==> src/mcr_pkg.sv <==
// Register map, reset values and carrier types of the calibration bank
package mcr_pkg;

  localparam logic [6:0] ADDR_IRMS_OS_C    = 7'h38;
  localparam logic [6:0] ADDR_ACT_OS_A     = 7'h39;
  localparam logic [6:0] ADDR_ACT_OS_B     = 7'h3A;
  localparam logic [6:0] ADDR_ACT_OS_C     = 7'h3B;
  localparam logic [6:0] ADDR_REACT_OS_A   = 7'h3C;
  localparam logic [6:0] ADDR_REACT_OS_B   = 7'h3D;
  localparam logic [6:0] ADDR_REACT_OS_C   = 7'h3E;
  localparam logic [6:0] ADDR_TRIM_A       = 7'h3F;
  localparam logic [6:0] ADDR_TRIM_B       = 7'h40;
  localparam logic [6:0] ADDR_TRIM_C       = 7'h41;
  localparam logic [6:0] ADDR_ACT_DIV      = 7'h42;
  localparam logic [6:0] ADDR_REACT_DIV    = 7'h43;
  localparam logic [6:0] ADDR_APP_DIV      = 7'h44;
  localparam logic [6:0] ADDR_ACT_NUM      = 7'h45;
  localparam logic [6:0] ADDR_ACT_DEN      = 7'h46;
  localparam logic [6:0] ADDR_REACT_NUM    = 7'h47;
  localparam logic [6:0] ADDR_REACT_DEN    = 7'h48;
  localparam logic [6:0] ADDR_ONES_COUNT   = 7'h7E;
  localparam logic [6:0] ADDR_DIE_REVISION = 7'h7F;

  localparam logic [11:0] OFFSET_RST = 12'h000;
  localparam logic [6:0]  TRIM_RST   = 7'h00;
  localparam logic [7:0]  DIV_RST    = 8'h00;
  localparam logic [12:0] NUM_RST    = 13'h0000;
  localparam logic [11:0] DEN_RST    = 12'h03F;
  localparam logic [7:0]  ONES_RST   = 8'h00;

  // Numerator bits 15:13 carry the reverse flags, A at the top
  localparam int REV_FLAG_LSB = 13;
  // Command byte: bit 7 selects write, bits 6:0 the address
  localparam int CMD_WRITE_BIT = 7;
  localparam logic [4:0] CMD_BITS  = 5'h08;
  localparam logic [4:0] END_SHORT = 5'h10;
  localparam logic [4:0] END_LONG  = 5'h18;

  typedef enum logic [1:0] {
    MCR_CMD,
    MCR_LOAD,
    MCR_DATA,
    MCR_DONE
  } mcr_phase_t;

  // Index 0 is phase A
  typedef struct packed {
    logic [11:0]      irms_os_c;
    logic [2:0][11:0] active_os;
    logic [2:0][11:0] reactive_os;
    logic [2:0][6:0]  phase_trim;
    logic [7:0]       active_div;
    logic [7:0]       reactive_div;
    logic [7:0]       apparent_div;
    logic [12:0]      active_num;
    logic [11:0]      active_den;
    logic [12:0]      reactive_num;
    logic [11:0]      reactive_den;
  } mcr_cal_t;

  typedef struct packed {
    logic        cmd_valid;
    logic        write;
    logic [6:0]  addr;
    logic        wr_valid;
    logic [15:0] wr_data;
  } mcr_spi_req_t;

  // Bit count at which a transfer to this address ends
  function automatic logic [4:0] mcr_end_count(input logic [6:0] a);
    logic wide;
    wide = (a >= ADDR_IRMS_OS_C && a <= ADDR_REACT_OS_C) ||
           (a >= ADDR_ACT_NUM && a <= ADDR_REACT_DEN);
    return wide ? END_LONG : END_SHORT;
  endfunction

endpackage

==> src/mcr_ones_count.sv <==
// Count of one bits in a read word
`timescale 1ns/1ps
module mcr_ones_count #(
  parameter int W = 16
) (
  input  wire logic [W-1:0] value,
  output logic      [7:0]   count
);
  always_comb begin
    count = 8'h00;
    for (int i = 0; i < W; i++) begin
      count = count + 8'(value[i]);
    end
  end
endmodule

==> src/mcr_spi_port.sv <==
// Serial port engine: pin synchronisers, command and data shifting
`timescale 1ns/1ps
module mcr_spi_port
  import mcr_pkg::*;
(
  input  wire logic         clk_sys,
  input  wire logic         rst_n,
  input  wire logic         spi_sclk,
  input  wire logic         spi_din,
  input  wire logic         spi_cs_n,
  input  wire logic [15:0]  rd_data,
  output logic              spi_dout,
  output logic              spi_dout_oe,
  output mcr_spi_req_t      req
);
  typedef struct packed {
    logic         sclk_s1;
    logic         sclk_s2;
    logic         sclk_d;
    logic         din_s1;
    logic         din_s2;
    logic         cs_s1;
    logic         cs_s2;
    mcr_phase_t   phase;
    logic [4:0]   cnt;
    logic [4:0]   last;
    logic [15:0]  in_sh;
    logic [15:0]  out_sh;
    logic         dout;
    logic         oe;
    mcr_spi_req_t req;
  } mcr_port_state_t;

  mcr_port_state_t q;
  mcr_port_state_t next_q;
  logic            fall;
  logic            rise;
  logic [7:0]      cmd_byte;

  assign fall = q.sclk_d & ~q.sclk_s2;
  assign rise = ~q.sclk_d & q.sclk_s2;
  assign cmd_byte = {q.in_sh[6:0], q.din_s2};

  always_comb begin
    next_q = q;
    next_q.sclk_s1 = spi_sclk;
    next_q.sclk_s2 = q.sclk_s1;
    next_q.sclk_d = q.sclk_s2;
    next_q.din_s1 = spi_din;
    next_q.din_s2 = q.din_s1;
    next_q.cs_s1 = spi_cs_n;
    next_q.cs_s2 = q.cs_s1;
    next_q.req.cmd_valid = 1'b0;
    next_q.req.wr_valid = 1'b0;
    if (q.cs_s2) begin
      next_q.phase = MCR_CMD;
      next_q.cnt = 5'h00;
      next_q.oe = 1'b0;
    end else begin
      case (q.phase)
        MCR_CMD: if (fall) begin
          next_q.in_sh = {q.in_sh[14:0], q.din_s2};
          next_q.cnt = q.cnt + 5'h01;
          if (q.cnt == CMD_BITS - 5'h01) begin
            next_q.req.cmd_valid = 1'b1;
            next_q.req.write = cmd_byte[CMD_WRITE_BIT];
            next_q.req.addr = cmd_byte[6:0];
            next_q.last = mcr_end_count(cmd_byte[6:0]);
            next_q.phase = MCR_LOAD;
          end
        end
        MCR_LOAD: begin
          // Read word is left-justified so MSB leaves first
          next_q.out_sh = (q.last == END_SHORT) ?
                          {rd_data[7:0], 8'h00} : rd_data;
          next_q.in_sh = 16'h0000;
          next_q.phase = MCR_DATA;
        end
        MCR_DATA: begin
          if (rise && !q.req.write) begin
            next_q.dout = q.out_sh[15];
            next_q.out_sh = {q.out_sh[14:0], 1'b0};
            next_q.oe = 1'b1;
          end
          if (fall) begin
            next_q.in_sh = {q.in_sh[14:0], q.din_s2};
            next_q.cnt = q.cnt + 5'h01;
            if (q.cnt == q.last - 5'h01) begin
              next_q.req.wr_valid = q.req.write;
              next_q.req.wr_data = {q.in_sh[14:0], q.din_s2};
              next_q.phase = MCR_DONE;
            end
          end
        end
        MCR_DONE: next_q.phase = MCR_DONE;
        default: next_q.phase = MCR_CMD;
      endcase
    end
  end

  always_ff @(posedge clk_sys or negedge rst_n) begin
    if (!rst_n) begin
      q <= '0;
      q.cs_s1 <= 1'b1;
      q.cs_s2 <= 1'b1;
    end else begin
      q <= next_q;
    end
  end

  assign spi_dout = q.dout;
  assign spi_dout_oe = q.oe;
  assign req = q.req;
endmodule

==> src/mcr_cal_regs.sv <==
// Calibration register bank with pulse output scaling and serial access
`timescale 1ns/1ps
// Behaviour
// - Three signed 7-bit phase trims, reset zero
// - 13-bit active numerator scales active pulse output
// - 12-bit active denominator, resets to 0x3F
// - Active numerator bits 15:13 flag reverse A,B,C
// - 13-bit reactive numerator scales reactive pulse output
// - Reactive numerator bits 15:13 flag reverse A,B,C
// - 12-bit reactive denominator, resets to 0x3F
// - Read-only count of ones in last read of any other address
// - 12-bit phase C current rms offset, reset zero
// - Three 12-bit active offsets, reset zero
// - Three 12-bit reactive offsets, reset zero
// - Three 8-bit energy dividers, reset zero
// - Read-write registers writable, read-only ones unchanged
module mcr_cal_regs
  import mcr_pkg::*;
#(
  // Arbitrary value
  parameter logic [7:0] DIE_REVISION = 8'h01
) (
  input  wire logic        clk_sys,
  input  wire logic        rst_n,
  input  wire logic        spi_sclk,
  input  wire logic        spi_din,
  input  wire logic        spi_cs_n,
  output logic             spi_dout,
  output logic             spi_dout_oe,
  input  wire logic        active_energy_tick,
  input  wire logic        reactive_energy_tick,
  input  wire logic [2:0]  active_reverse,
  input  wire logic [2:0]  reactive_reverse,
  output logic             active_pulse_out,
  output logic             reactive_pulse_out,
  output mcr_cal_t         cal
);
  localparam int NUM_W = 13;
  localparam int ACC_W = 15;

  typedef struct packed {
    mcr_cal_t                  cal;
    logic [7:0]                ones;
    logic [1:0][ACC_W-1:0]     acc;
    logic [1:0]                pulse;
  } mcr_bank_state_t;

  mcr_bank_state_t         q;
  mcr_bank_state_t         next_q;
  mcr_spi_req_t            req;
  logic [15:0]             rd_word;
  logic [7:0]              rd_ones;
  logic [15:0]             d;
  logic [1:0][NUM_W-1:0]   num;
  logic [1:0][11:0]        den;
  logic [1:0]              tick;
  logic                    rd_cmd;

  // One write strobe per writable register, index 0 is phase A
  typedef struct packed {
    logic       irms_os_c;
    logic [2:0] active_os;
    logic [2:0] reactive_os;
    logic [2:0] phase_trim;
    logic       active_div;
    logic       reactive_div;
    logic       apparent_div;
    logic       active_num;
    logic       active_den;
    logic       reactive_num;
    logic       reactive_den;
  } mcr_wr_hit_t;

  mcr_wr_hit_t             wr_hit;

  mcr_spi_port u_port (
    .clk_sys     (clk_sys),
    .rst_n       (rst_n),
    .spi_sclk    (spi_sclk),
    .spi_din     (spi_din),
    .spi_cs_n    (spi_cs_n),
    .rd_data     (rd_word),
    .spi_dout    (spi_dout),
    .spi_dout_oe (spi_dout_oe),
    .req         (req)
  );

  mcr_ones_count #(
    .W (16)
  ) u_ones (
    .value (rd_word),
    .count (rd_ones)
  );

  assign d = req.wr_data;
  // A read command of any address but the ones count latches the ones count of the word about to shift out
  assign rd_cmd = req.cmd_valid && !req.write;

  // Write decode; read-only and unassigned addresses raise no strobe
  always_comb begin
    wr_hit = '0;
    if (req.wr_valid) begin
      case (req.addr)
        ADDR_IRMS_OS_C: begin
          wr_hit.irms_os_c = 1'b1;
        end

        ADDR_ACT_OS_A: begin
          wr_hit.active_os[0] = 1'b1;
        end
        ADDR_ACT_OS_B: begin
          wr_hit.active_os[1] = 1'b1;
        end
        ADDR_ACT_OS_C: begin
          wr_hit.active_os[2] = 1'b1;
        end
        ADDR_REACT_OS_A: begin
          wr_hit.reactive_os[0] = 1'b1;
        end
        ADDR_REACT_OS_B: begin
          wr_hit.reactive_os[1] = 1'b1;
        end
        ADDR_REACT_OS_C: begin
          wr_hit.reactive_os[2] = 1'b1;
        end

        ADDR_TRIM_A: begin
          wr_hit.phase_trim[0] = 1'b1;
        end
        ADDR_TRIM_B: begin
          wr_hit.phase_trim[1] = 1'b1;
        end
        ADDR_TRIM_C: begin
          wr_hit.phase_trim[2] = 1'b1;
        end

        ADDR_ACT_DIV: begin
          wr_hit.active_div = 1'b1;
        end
        ADDR_REACT_DIV: begin
          wr_hit.reactive_div = 1'b1;
        end
        ADDR_APP_DIV: begin
          wr_hit.apparent_div = 1'b1;
        end

        ADDR_ACT_NUM: begin
          wr_hit.active_num = 1'b1;
        end
        ADDR_ACT_DEN: begin
          wr_hit.active_den = 1'b1;
        end
        ADDR_REACT_NUM: begin
          wr_hit.reactive_num = 1'b1;
        end
        ADDR_REACT_DEN: begin
          wr_hit.reactive_den = 1'b1;
        end
        default: begin
          wr_hit = '0;
        end
      endcase
    end
  end

  // Read multiplexer; narrow values sit in the low bits
  always_comb begin
    rd_word = 16'h0000;
    case (req.addr)
      ADDR_IRMS_OS_C: begin
        rd_word = {4'h0, q.cal.irms_os_c};
      end

      ADDR_ACT_OS_A: begin
        rd_word = {4'h0, q.cal.active_os[0]};
      end
      ADDR_ACT_OS_B: begin
        rd_word = {4'h0, q.cal.active_os[1]};
      end
      ADDR_ACT_OS_C: begin
        rd_word = {4'h0, q.cal.active_os[2]};
      end
      ADDR_REACT_OS_A: begin
        rd_word = {4'h0, q.cal.reactive_os[0]};
      end
      ADDR_REACT_OS_B: begin
        rd_word = {4'h0, q.cal.reactive_os[1]};
      end
      ADDR_REACT_OS_C: begin
        rd_word = {4'h0, q.cal.reactive_os[2]};
      end

      ADDR_TRIM_A: begin
        rd_word = {9'h000, q.cal.phase_trim[0]};
      end
      ADDR_TRIM_B: begin
        rd_word = {9'h000, q.cal.phase_trim[1]};
      end
      ADDR_TRIM_C: begin
        rd_word = {9'h000, q.cal.phase_trim[2]};
      end

      ADDR_ACT_DIV: begin
        rd_word = {8'h00, q.cal.active_div};
      end
      ADDR_REACT_DIV: begin
        rd_word = {8'h00, q.cal.reactive_div};
      end
      ADDR_APP_DIV: begin
        rd_word = {8'h00, q.cal.apparent_div};
      end

      // Top bits show live reverse flags, A at bit 15
      ADDR_ACT_NUM: begin
        rd_word = {active_reverse, q.cal.active_num};
      end
      ADDR_ACT_DEN: begin
        rd_word = {4'h0, q.cal.active_den};
      end
      ADDR_REACT_NUM: begin
        rd_word = {reactive_reverse, q.cal.reactive_num};
      end
      ADDR_REACT_DEN: begin
        rd_word = {4'h0, q.cal.reactive_den};
      end

      ADDR_ONES_COUNT: begin
        rd_word = {8'h00, q.ones};
      end
      ADDR_DIE_REVISION: begin
        rd_word = {8'h00, DIE_REVISION};
      end
      default: begin
        rd_word = 16'h0000;
      end
    endcase
  end

  assign num = {q.cal.reactive_num, q.cal.active_num};
  assign den = {q.cal.reactive_den, q.cal.active_den};
  assign tick = {reactive_energy_tick, active_energy_tick};

  always_comb begin
    logic [ACC_W-1:0] step;
    logic [ACC_W-1:0] sum;
    logic [ACC_W-1:0] lim;
    step = '0;
    sum = '0;
    lim = '0;
    next_q = q;

    // Host writes, one strobe per register
    if (wr_hit.irms_os_c) begin
      next_q.cal.irms_os_c = d[11:0];
    end

    for (int p = 0; p < 3; p++) begin
      if (wr_hit.active_os[p]) begin
        next_q.cal.active_os[p] = d[11:0];
      end
      if (wr_hit.reactive_os[p]) begin
        next_q.cal.reactive_os[p] = d[11:0];
      end
      if (wr_hit.phase_trim[p]) begin
        next_q.cal.phase_trim[p] = d[6:0];
      end
    end

    if (wr_hit.active_div) begin
      next_q.cal.active_div = d[7:0];
    end

    if (wr_hit.reactive_div) begin
      next_q.cal.reactive_div = d[7:0];
    end

    if (wr_hit.apparent_div) begin
      next_q.cal.apparent_div = d[7:0];
    end

    // Flag bits are hardware state, so only 12:0 are kept
    if (wr_hit.active_num) begin
      next_q.cal.active_num = d[REV_FLAG_LSB-1:0];
    end

    if (wr_hit.active_den) begin
      next_q.cal.active_den = d[11:0];
    end

    if (wr_hit.reactive_num) begin
      next_q.cal.reactive_num = d[REV_FLAG_LSB-1:0];
    end

    if (wr_hit.reactive_den) begin
      next_q.cal.reactive_den = d[11:0];
    end

    // Ones count of every read except of itself
    if (rd_cmd && req.addr != ADDR_ONES_COUNT) begin
      next_q.ones = rd_ones;
    end

    // Pulse rate = tick rate * (num + 1) / (den + 1)
    for (int k = 0; k < 2; k++) begin
      step = tick[k] ? ACC_W'(num[k]) + ACC_W'(1) : '0;
      sum = q.acc[k] + step;
      // Saturate rather than wrap on a dense tick burst
      if (sum < q.acc[k]) begin
        sum = '1;
      end
      lim = ACC_W'(den[k]) + ACC_W'(1);
      if (sum >= lim) begin
        next_q.acc[k] = sum - lim;
        next_q.pulse[k] = 1'b1;
      end else begin
        next_q.acc[k] = sum;
        next_q.pulse[k] = 1'b0;
      end
    end
  end

  always_ff @(posedge clk_sys or negedge rst_n) begin
    if (!rst_n) begin
      q.cal.irms_os_c <= OFFSET_RST;
      q.cal.active_os <= {3{OFFSET_RST}};
      q.cal.reactive_os <= {3{OFFSET_RST}};
      q.cal.phase_trim <= {3{TRIM_RST}};
      q.cal.active_div <= DIV_RST;
      q.cal.reactive_div <= DIV_RST;
      q.cal.apparent_div <= DIV_RST;
      q.cal.active_num <= NUM_RST;
      q.cal.active_den <= DEN_RST;
      q.cal.reactive_num <= NUM_RST;
      q.cal.reactive_den <= DEN_RST;
      q.ones <= ONES_RST;
      q.acc <= '0;
      q.pulse <= 2'b00;
    end else begin
      q <= next_q;
    end
  end

  assign cal = q.cal;
  assign active_pulse_out = q.pulse[0];
  assign reactive_pulse_out = q.pulse[1];
endmodule

==> config.mk <==
export PLATFORM = sky130hd
export DESIGN_NAME = mcr_cal_regs
export DESIGN_NICKNAME = d
export VERILOG_FILES = /design/src/mcr_pkg.sv /design/src/mcr_ones_count.sv /design/src/mcr_spi_port.sv /design/src/mcr_cal_regs.sv
export SDC_FILE = /design/constraint.sdc
export NUM_CORES = 1
export LEC_CHECK = 0
export ABC_CLOCK_PERIOD_IN_PS = 15750
export BUFFER_PORTS_ARGS = -buffer_cell sky130_fd_sc_hd__buf_2
export CELL_PAD_IN_SITES_DETAIL_PLACEMENT = 0
export CELL_PAD_IN_SITES_GLOBAL_PLACEMENT = 1
export CORE_MARGIN = 5
export CORE_UTILIZATION = 51
export CTS_CLUSTER_SIZE = 24
export DETAILED_ROUTE_END_ITERATION = 16
export GPL_TIMING_DRIVEN = 0
export PLACE_DENSITY = 0.95
export SLEW_MARGIN = 15
export SYNTH_ARGS = -nofsm -noshare
export SYNTH_HDL_FRONTEND = slang
export SYNTH_SLANG_ARGS = --single-unit
==> constraint.sdc <==
create_clock -name clk_sys -period 15.75 [get_ports clk_sys]
set_input_delay 3.15 -clock clk_sys [delete_from_list [all_inputs] [get_ports clk_sys]]
set_output_delay 3.15 -clock clk_sys [all_outputs]
set_load 0.01 [all_outputs]
==> results.json, run 1 <==
{
  "status": "finished, final reports clean",
  "cp.required_ns": 16.18,
  "pwr_density_cell_nw_per_um2": 88.7,
  "dp_hpwl_um": 42400,
  "max_slew_margin_pct": 19.3,
  "arrival_ns": 9.98,
  "clock_sinks": 285,
  "grt_start_max_net_pins": 111,
  "num_vias": 14500,
  "synth_top_area_cell": "dfrtp_1",
  "r2r-end": "q[26]",
  "multiInputGateArea_um2": 9440,
  "diodes": 0,
  "row_count": 69,
  "crit_path_top_delay_cell": "nor4b_4",
  "synth_edf_count": 0,
  "leakagePower_uw": 0.0106,
  "netlist_instances": 1763,
  "layout.nets": 2120,
  "place_congestion": 1.01,
  "io_buffers": 195,
  "die-area_um2": 40100,
  "start_util_pct": 51.7,
  "maxCapViolations": 0,
  "cpMostUsedCell": "ha_1",
  "overflow": 0,
  "track_usage_pct": 26.8,
  "p_total_uw": 1870,
  "yosysWarnings": 0,
  "hold_class": "reg -> reg",
  "area_growth_pct": 14.2,
  "grt_use_met1_pct": 36.1,
  "r2r_start": "cal[16]",
  "rsz0062_at_grt": "false",
  "critical_path.top_delay_family": "compound AO/OA/AOI/OAI gates",
  "regArea_um2": 7150,
  "cts_hold_buf": 0,
  "busiest_layer": "met2",
  "yosys_register_bits": 285,
  "grt_pass1_wl_um": 86200,
  "cts_tree": "built",
  "ys_dominant_reg_cell": "dfrtp_1",
  "ys_types": 82,
  "drt-wirelength-per-cell_um": 22.4,
  "met2_usage_pct": 43.7,
  "holdPathStages": 0,
  "synthTopCellsByCount": "271 x dfrtp_1, 212 x mux2_2, 181 x buf_4",
  "die_w_um": 200,
  "totalWireLength_um": 55500,
  "ys_seq_area_share_pct": 38.8,
  "whs_ns": 0.350,
  "async_flop_share_pct": 100,
  "min_from": "u_port.next_q[74]",
  "fmax_mhz": 105,
  "grt_use_met3_pct": 4.51,
  "grt_pass1_vias": 14700,
  "path_buf_inv": 5,
  "clockBufferDepth": 3,
  "start_kind": "input port",
  "die_h_um": 200,
  "crit_path_end_kind": "flip-flop",
  "drc": 0,
  "clk_pin_slew_ns": 0.06,
  "peakVddDrop_uv": 69.6,
  "finalSetupViolations": 0,
  "n_fill_cell": 2956,
  "cts_made_buffers": 30,
  "antenna_found_initial": 1,
  "cts_resized": 0,
  "cts_root_buf": "clkbuf_16",
  "ant_nets": 0,
  "fin_skew_ns": 0.0125,
  "avgSynthCellArea_um2": 10.5,
  "clk_latency_ns": 0.56,
  "synthTopCellsByArea": "dfrtp_1 37%, mux2_2 13%, buf_4 7.4%",
  "slowest_delay_ns": 0.39,
  "ios": 196,
  "period_share_pct": 60.6,
  "post_cts_buffers": 0,
  "synth_top_area_share_pct": 36.8,
  "core-area_um2": 35700,
  "fin_setup_tns_ns": 0,
  "ff2ff_path_depth": 30,
  "hold_viol_final": 0,
  "rrSetupSlack_ns": 7.95,
  "period_minus_slack_ns": 9.55,
  "layout-drive-gt1-share_pct": 35.1,
  "criticalPathCategory": "in -> reg",
  "dr.first_iter.drc_count": 1327,
  "yosysMostFrequentCell": "dfrtp_1",
  "syn_nets": 1891,
  "utilization_pct": 59.0,
  "syn-cell-area_um2": 18400,
  "drt-pass1-iter-count": 7,
  "vias_per_cell": 5.87,
  "min_to": "u_port.cmd_byte[0]",
  "slew_viol_final": 0,
  "worst_pin_slew_ns": 1.20,
  "crit_fanout": 10,
  "cts_htree_levels": 1
}
final cells by class:
cell class	instances	area share, %
Timing Repair Buffer	197	4.95
Sequential cell	285	34.0
Clock inverter	10	0.511
Inverter	71	1.27
Tap cell	461	2.74
Buffer	242	7.68
Clock buffer	46	4.05
Multi-Input combinational cell	1165	44.8
kinds of logic (layout without fill, tap and decap cells):
kind of cell / Yosys count / after routing / share of synthesized area (%)
and+or+nand+nor: 404 / 404 / 11.3
buffers and inverters: 313 / 566 / 10.2
AOI/OAI and AO/OA: 309 / 309 / 11.7
DFF: 285 / 285 / 38.8
muxes: 253 / 253 / 15.6
adders and majority gates: 115 / 115 / 8.37
xor gates and xnor gates: 84 / 84 / 3.99
how the worst max path moves through the flow:
stage                       startpoint    end  cells past startpoint
finish              active_energy_tick  q[11]                     29
global route        active_energy_tick  q[11]                     29
CTS                 active_energy_tick  q[11]                     29
detailed placement  active_energy_tick  q[11]                     29
global placement    active_energy_tick  q[11]                     29
floorplan           active_energy_tick  q[10]                     28
report_power, final:
group          internal, uW  switching [uW]
Clock                   405             292
Combinational           171             229
Sequential              753            17.4
Total                  1330             538
sequential cells by signal, indices dropped and copies added, names as in the netlist:
signal and cells:
active_pulse_out 1, q 35, reactive_pulse_out 1, u_port.next_q 4, u_port.q 32, cal 179
u_port.spi_dout 1, u_port.spi_dout_oe 1, u_port.cmd_byte 8, u_port.req 23
layer usage:
| metal | share of wire [%] | vias up |
|---|---|---|
| met2 | 46 | 697 |
| li1 | - | 6604 |
| met5 | 0.025 | - |
| met3 | 7.5 | 146 |
| met1 | 42 | 7100 |
| met4 | 4.3 | 2 |
placed cells by master (no fill, tap or decap), types with 13 or more instances in the layout:
cell | Yosys | routed
dfrtp_1 | 271 | 271
mux2_2 | 212 | 212
buf_2 | 12 | 206
buf_4 | 181 | 181
ha_1 | 101 | 101
nand2_1 | 91 | 91
nor2_1 | 86 | 86
inv_1 | 70 | 70
nand3_1 | 64 | 64
a21oi_1 | 63 | 63
clkbuf_1 | 44 | 57
o21ai_0 | 56 | 56
xnor2_1 | 56 | 56
a22oi_1 | 33 | 33
clkbuf_16 | 0 | 31
xor2_1 | 28 | 28
nand2b_1 | 26 | 26
and2_1 | 23 | 23
mux2i_1 | 22 | 22
and3_1 | 20 | 20
a21o_1 | 17 | 17
a22o_1 | 16 | 16
o21a_1 | 14 | 14
nand4_1 | 14 | 14
fa_1 | 14 | 14
dfstp_2 | 14 | 14
nor2b_1 | 13 | 13
a221oi_1 | 13 | 13
stage by stage:
step / setup slack [ns] / instance area (um2) / std cells
global route: 5.65 / 21100 / 2477
CTS: 6.25 / 21000 / 2477
floorplan: 6.87 / 18400 / 1763
finish: 6.20 / 21100 / 2477
global placement: 5.83 / 20000 / 2419
detailed placement: 5.71 / 20100 / 2421
No activity file was read; power rests on OpenSTA's default activity.
==> run 2: changes to the inputs <==
ABC_CLOCK_PERIOD_IN_PS = 8140   (was 15750)
CORE_UTILIZATION = 43   (was 51)
PLACE_DENSITY = 0.87   (was 0.95)
clock period = 8.14 ns   (was 15.75 ns; I/O delays follow)
==> results.json, run 2 (same netlist as run 1, synthesis figures left out) <==
{
  "ios": 196,
  "hold_class": "reg -> reg",
  "period_share_pct": 94.4,
  "pre_cts_ws_ns": -0.405,
  "cts_htree_levels": 1,
  "dr.first_iter.drc_count": 1308,
  "crit_path_end_kind": "flip-flop",
  "min_from": "u_port.next_q[77]",
  "crit_fanout": 10,
  "area_growth_pct": 15.5,
  "cp.required_ns": 8.60,
  "criticalPathCategory": "in -> reg",
  "cts_hold_buf": 0,
  "regMostFlops": "cal",
  "max_slew_margin_pct": 20.1,
  "crit_path_top_delay_cell": "fa_1",
  "slew_viol_final": 0,
  "layout-drive-gt1-share_pct": 35.7,
  "drc": 0,
  "die_w_um": 217,
  "arrival_ns": 8.14,
  "leakagePower_uw": 0.0107,
  "diodes": 0,
  "placed_cells_incl_taps": 2499,
  "track_usage_pct": 24.2,
  "cpMostUsedCell": "ha_1",
  "multiInputGateArea_um2": 9450,
  "ant_nets": 0,
  "layout.nets": 2123,
  "r2r-end": "q[31]",
  "largest_reg_flops": 179,
  "layout_setup_ws_ns": 0.458,
  "start_kind": "input port",
  "peakVddDrop_uv": 159,
  "hold_viol_final": 0,
  "cp-endpoint": "q[8]",
  "grt_start_max_net_pins": 107,
  "fin_setup_tns_ns": 0,
  "clk_latency_ns": 0.60,
  "cts_made_buffers": 31,
  "grt_pass1_vias": 14700,
  "drt-wirelength-per-cell_um": 22.8,
  "die_h_um": 217,
  "dp_hpwl_um": 44600,
  "cp-startpoint": "active_energy_tick",
  "clockBufferDepth": 3,
  "final_common_cell": "dfrtp_1",
  "fmax_mhz": 130,
  "drt-pass1-iter-count": 7,
  "status": "finished, final reports clean",
  "core-area_um2": 42200,
  "clk_pin_slew_ns": 0.06,
  "start_util_pct": 43.7,
  "finalSetupViolations": 0,
  "die-area_um2": 47100,
  "cts_tree": "built",
  "regArea_um2": 7150,
  "overflow": 0,
  "slowest_delay_ns": 0.39,
  "cts_root_buf": "clkbuf_16",
  "clock_sinks": 285,
  "maxCapViolations": 0,
  "r2r_start": "cal[16]",
  "num_vias": 14600,
  "mostFrequentLayoutCells": "271 x dfrtp_1, 212 x mux2_2, 206 x buf_2, 183 x buf_4, 101 x ha_1",
  "rsz0062_at_grt": "false",
  "row_count": 75,
  "vias_per_cell": 5.71,
  "worst_pin_slew_ns": 1.19,
  "ff2ff_path_depth": 31,
  "fin_skew_ns": 0.0227,
  "antenna_found_initial": 0,
  "totalWireLength_um": 58400,
  "rrSetupSlack_ns": 0.56,
  "place_congestion": 0.966,
  "reg_top3": "cal (179), q (35), u_port.q (32)",
  "pwr_density_cell_nw_per_um2": 177,
  "fin_cells": 2557,
  "io_buffers": 195,
  "grt_pass1_wl_um": 89200,
  "period_minus_slack_ns": 7.68,
  "n_fill_cell": 3843
}
## run 2: layer usage
| metal | share of wire [%] | GRT usage [%] | routed length (um) |
|---|---|---|---|
| met5 | 0 | 0 | 0 |
| met4 | 3.8 | 8.07 | 2240 |
| met3 | 7.7 | 4.43 | 4520 |
| met2 | 46 | 39.5 | 27000 |
| met1 | 42 | 32.6 | 24600 |
## run 2: worst min-delay path by stage
stage	end	slack, ns	cells past startpoint
after floorplan	u_port.cmd_byte[0]	0.33	0
after global placement	u_port.next_q[76]	0.33	0
after global routing	u_port.q[72]	0.36	0
final	u_port.next_q[76]	0.35	0
after detailed placement	u_port.next_q[76]	0.34	0
after CTS	u_port.q[72]	0.36	0
## run 2: layout make-up
type	count	area share, %
Timing Repair Buffer	199	4.96
Sequential cell	285	33.6
Tap cell	539	3.17
Clock inverter	13	0.887
Inverter	71	1.25
Buffer	242	7.60
Clock buffer	43	4.23
Multi-Input combinational cell	1165	44.4
## run 2: stage by stage
stage / hold slack (ns) / total power (uW) / utilization, % / area, um2
after floorplan: 0.331 / 2080 / - / 18400
after global placement: 0.333 / 2250 / 47.6 / 20100
after detailed placement: 0.340 / 2280 / 47.8 / 20200
after CTS: 0.356 / 3780 / 50.4 / 21300
after global routing: 0.357 / 3950 / 50.5 / 21300
final: 0.352 / 3770 / 50.5 / 21300
## run 2: critical path: cells and delay by family
family | cells | cell delay, ns
buffers and inverters | 5 | 0.71
AO/OA/AOI/OAI | 10 | 2.00
multiplexers | 2 | 0.66
XOR/XNOR | 1 | 0.20
AND/OR/NAND/NOR | 8 | 1.65
adder cells (fa/ha/maj) | 4 | 1.26
## run 2: repair_timing
item,in CTS,in global routing
endpoints found under the setup margin,0,27
resized for setup,0,5
buffers inserted,0,2
## run 2: power breakdown
part           internal, uW  switching (uW)
clock                   899             607
combinational           334             441
sequential             1460            34.4
total                  2690            1080
==> run 3: changes to the inputs <==
--- a/config.mk
+++ b/config.mk
@@ -13,3 +13,2 @@
 export CORE_UTILIZATION = 43
-export CTS_CLUSTER_SIZE = 24
 export DETAILED_ROUTE_END_ITERATION = 16
@@ -17,2 +16,3 @@
 export PLACE_DENSITY = 0.87
+export RECOVER_POWER = 25
 export SLEW_MARGIN = 15
--- a/constraint.sdc
+++ b/constraint.sdc
@@ -3,2 +3,2 @@
 set_output_delay 1.628 -clock clk_sys [all_outputs]
-set_load 0.01 [all_outputs]
+set_load 0.1 [all_outputs]
==> results.json, run 3 (same netlist as run 1, synthesis figures left out) <==
{
  "regMostFlops": "cal",
  "cts_root_buf": "clkbuf_16",
  "crit_fanout": 10,
  "arrival_ns": 8.14,
  "worst_pin_slew_ns": 5.66,
  "final_area_um2": 21300,
  "vias_per_cell": 5.75,
  "cpMostUsedCell": "ha_1",
  "num_vias": 14700,
  "crit_path_end_kind": "flip-flop",
  "crit_cells": 30,
  "die_h_um": 217,
  "clock_sinks": 285,
  "layout-drive-gt1-share_pct": 35.6,
  "rrSetupSlack_ns": 0.55,
  "utilization_pct": 50.4,
  "critical_path.top_delay_family": "compound AO/OA/AOI/OAI gates",
  "period_minus_slack_ns": 7.68,
  "max_slew_margin_pct": -278,
  "fin_skew_ns": 0.0222,
  "slowest_delay_ns": 0.39,
  "status": "finished, violations left",
  "dp_hpwl_um": 44600,
  "period_share_pct": 94.3,
  "failed_checks": "max-capacitance violations, max-slew violations",
  "drt-wirelength-per-cell_um": 22.8,
  "mostFrequentLayoutCells": "271 x dfrtp_1, 212 x mux2_2, 205 x buf_2, 183 x buf_4, 101 x ha_1",
  "cp.required_ns": 8.60,
  "core-area_um2": 42200,
  "peakVddDrop_uv": 159,
  "place_congestion": 0.966,
  "fin_cells": 2557,
  "io_buffers": 195,
  "track_usage_pct": 24.2,
  "drc": 0,
  "finalSetupViolations": 0,
  "maxCapViolations": 1,
  "crit_path_top_delay_cell": "fa_1",
  "diodes": 0,
  "area_growth_pct": 15.5,
  "start_util_pct": 43.7,
  "die_w_um": 217,
  "hold_class": "reg -> reg",
  "holdPathStages": 0,
  "ff2ff_path_depth": 31,
  "fmax_mhz": 130,
  "ant_nets": 0,
  "clk_pin_slew_ns": 0.06,
  "clockBufferDepth": 3,
  "slew_viol_final": 106,
  "pwr_density_cell_nw_per_um2": 177,
  "largest_reg_flops": 179,
  "placed_cells_incl_taps": 2499,
  "totalWireLength_um": 58400,
  "row_count": 75,
  "pre_cts_ws_ns": -0.405,
  "cts_tree": "built",
  "cts_hold_buf": 0,
  "cts_htree_levels": 1,
  "grt_start_max_net_pins": 107,
  "hold_viol_final": 0,
  "overflow": 0,
  "grt_pass1_wl_um": 89200,
  "cts_made_buffers": 31,
  "place_area_um2": 20200,
  "start_kind": "input port",
  "n_fill_cell": 3846,
  "dr.first_iter.drc_count": 1251,
  "drt-pass1-iter-count": 5,
  "criticalPathCategory": "in -> reg",
  "ios": 196,
  "leakagePower_uw": 0.0107,
  "clk_latency_ns": 0.60,
  "final_common_cell": "dfrtp_1",
  "layout_setup_ws_ns": 0.463,
  "die-area_um2": 47100,
  "grt_pass1_vias": 14700,
  "rsz0062_at_grt": "false",
  "layout.nets": 2123,
  "reg_top3": "cal (179), q (35), u_port.q (32)",
  "path_buf_inv": 5,
  "antenna_found_initial": 0
}
## run 3: changes by cell type in the layout (fill, tap and decap cells not counted)
cell      before  now
clkbuf_1      47   49
buf_2        206  205
buf_8          1    0
## run 3: timing repair
item | CTS | global route
buffers inserted | 0 | 2
resized for setup | 0 | 5
endpoints found under the setup margin | 0 | 27
## run 3: area by class of cell
type,instances,area (um2),area share [%]
clock buffers,43,901,4.23
well taps,539,674,3.17
flip-flops and latches,285,7150,33.6
repair buffers,199,1040,4.91
clock inverters,13,189,0.887
plain buffers,242,1620,7.60
multi-input cells,1165,9450,44.4
inverters,71,267,1.25
## run 3: per-layer routing
| metal | GRT usage (%) | part of all wire [%] | vias to the layer above |
|---|---|---|---|
| met1 | 32.6 | 42 | 7278 |
| met2 | 39.5 | 46 | 690 |
| met3 | 4.43 | 8.2 | 118 |
| met5 | 0 | 0 | - |
| li1 | - | - | 6609 |
| met4 | 8.07 | 3.8 | 0 |
## run 3: where the power goes
part / switching [uW] / leakage, uW / internal (uW)
registers: 34.3 / 0.00373 / 1460
logic: 442 / 0.00641 / 333
clock network: 606 / 0.000535 / 899
## run 3: per-stage QoR
step / total power [uW] / hold slack (ns) / TNS, ns
3_3_place_gp: 2250 / 0.333 / -3.64
6_report: 3770 / 0.354 / 0
3_5_place_dp: 2280 / 0.340 / -4.38
2_1_floorplan: 2080 / 0.331 / 0
4_1_cts: 3780 / 0.356 / 0
5_1_grt: 3950 / 0.357 / 0
## run 3: worst paths after layout
| kind | start | to |
|---|---|---|
| max | active_energy_tick | q[10] |
| min | u_port.next_q[77] | u_port.next_q[76] |
| max reg2reg | cal[14] | q[31] |
| min reg2reg | u_port.next_q[77] | u_port.next_q[76] |
| max in group asynchronous | rst_n | reactive_pulse_out |
| min in group asynchronous | rst_n | u_port.spi_dout_oe |
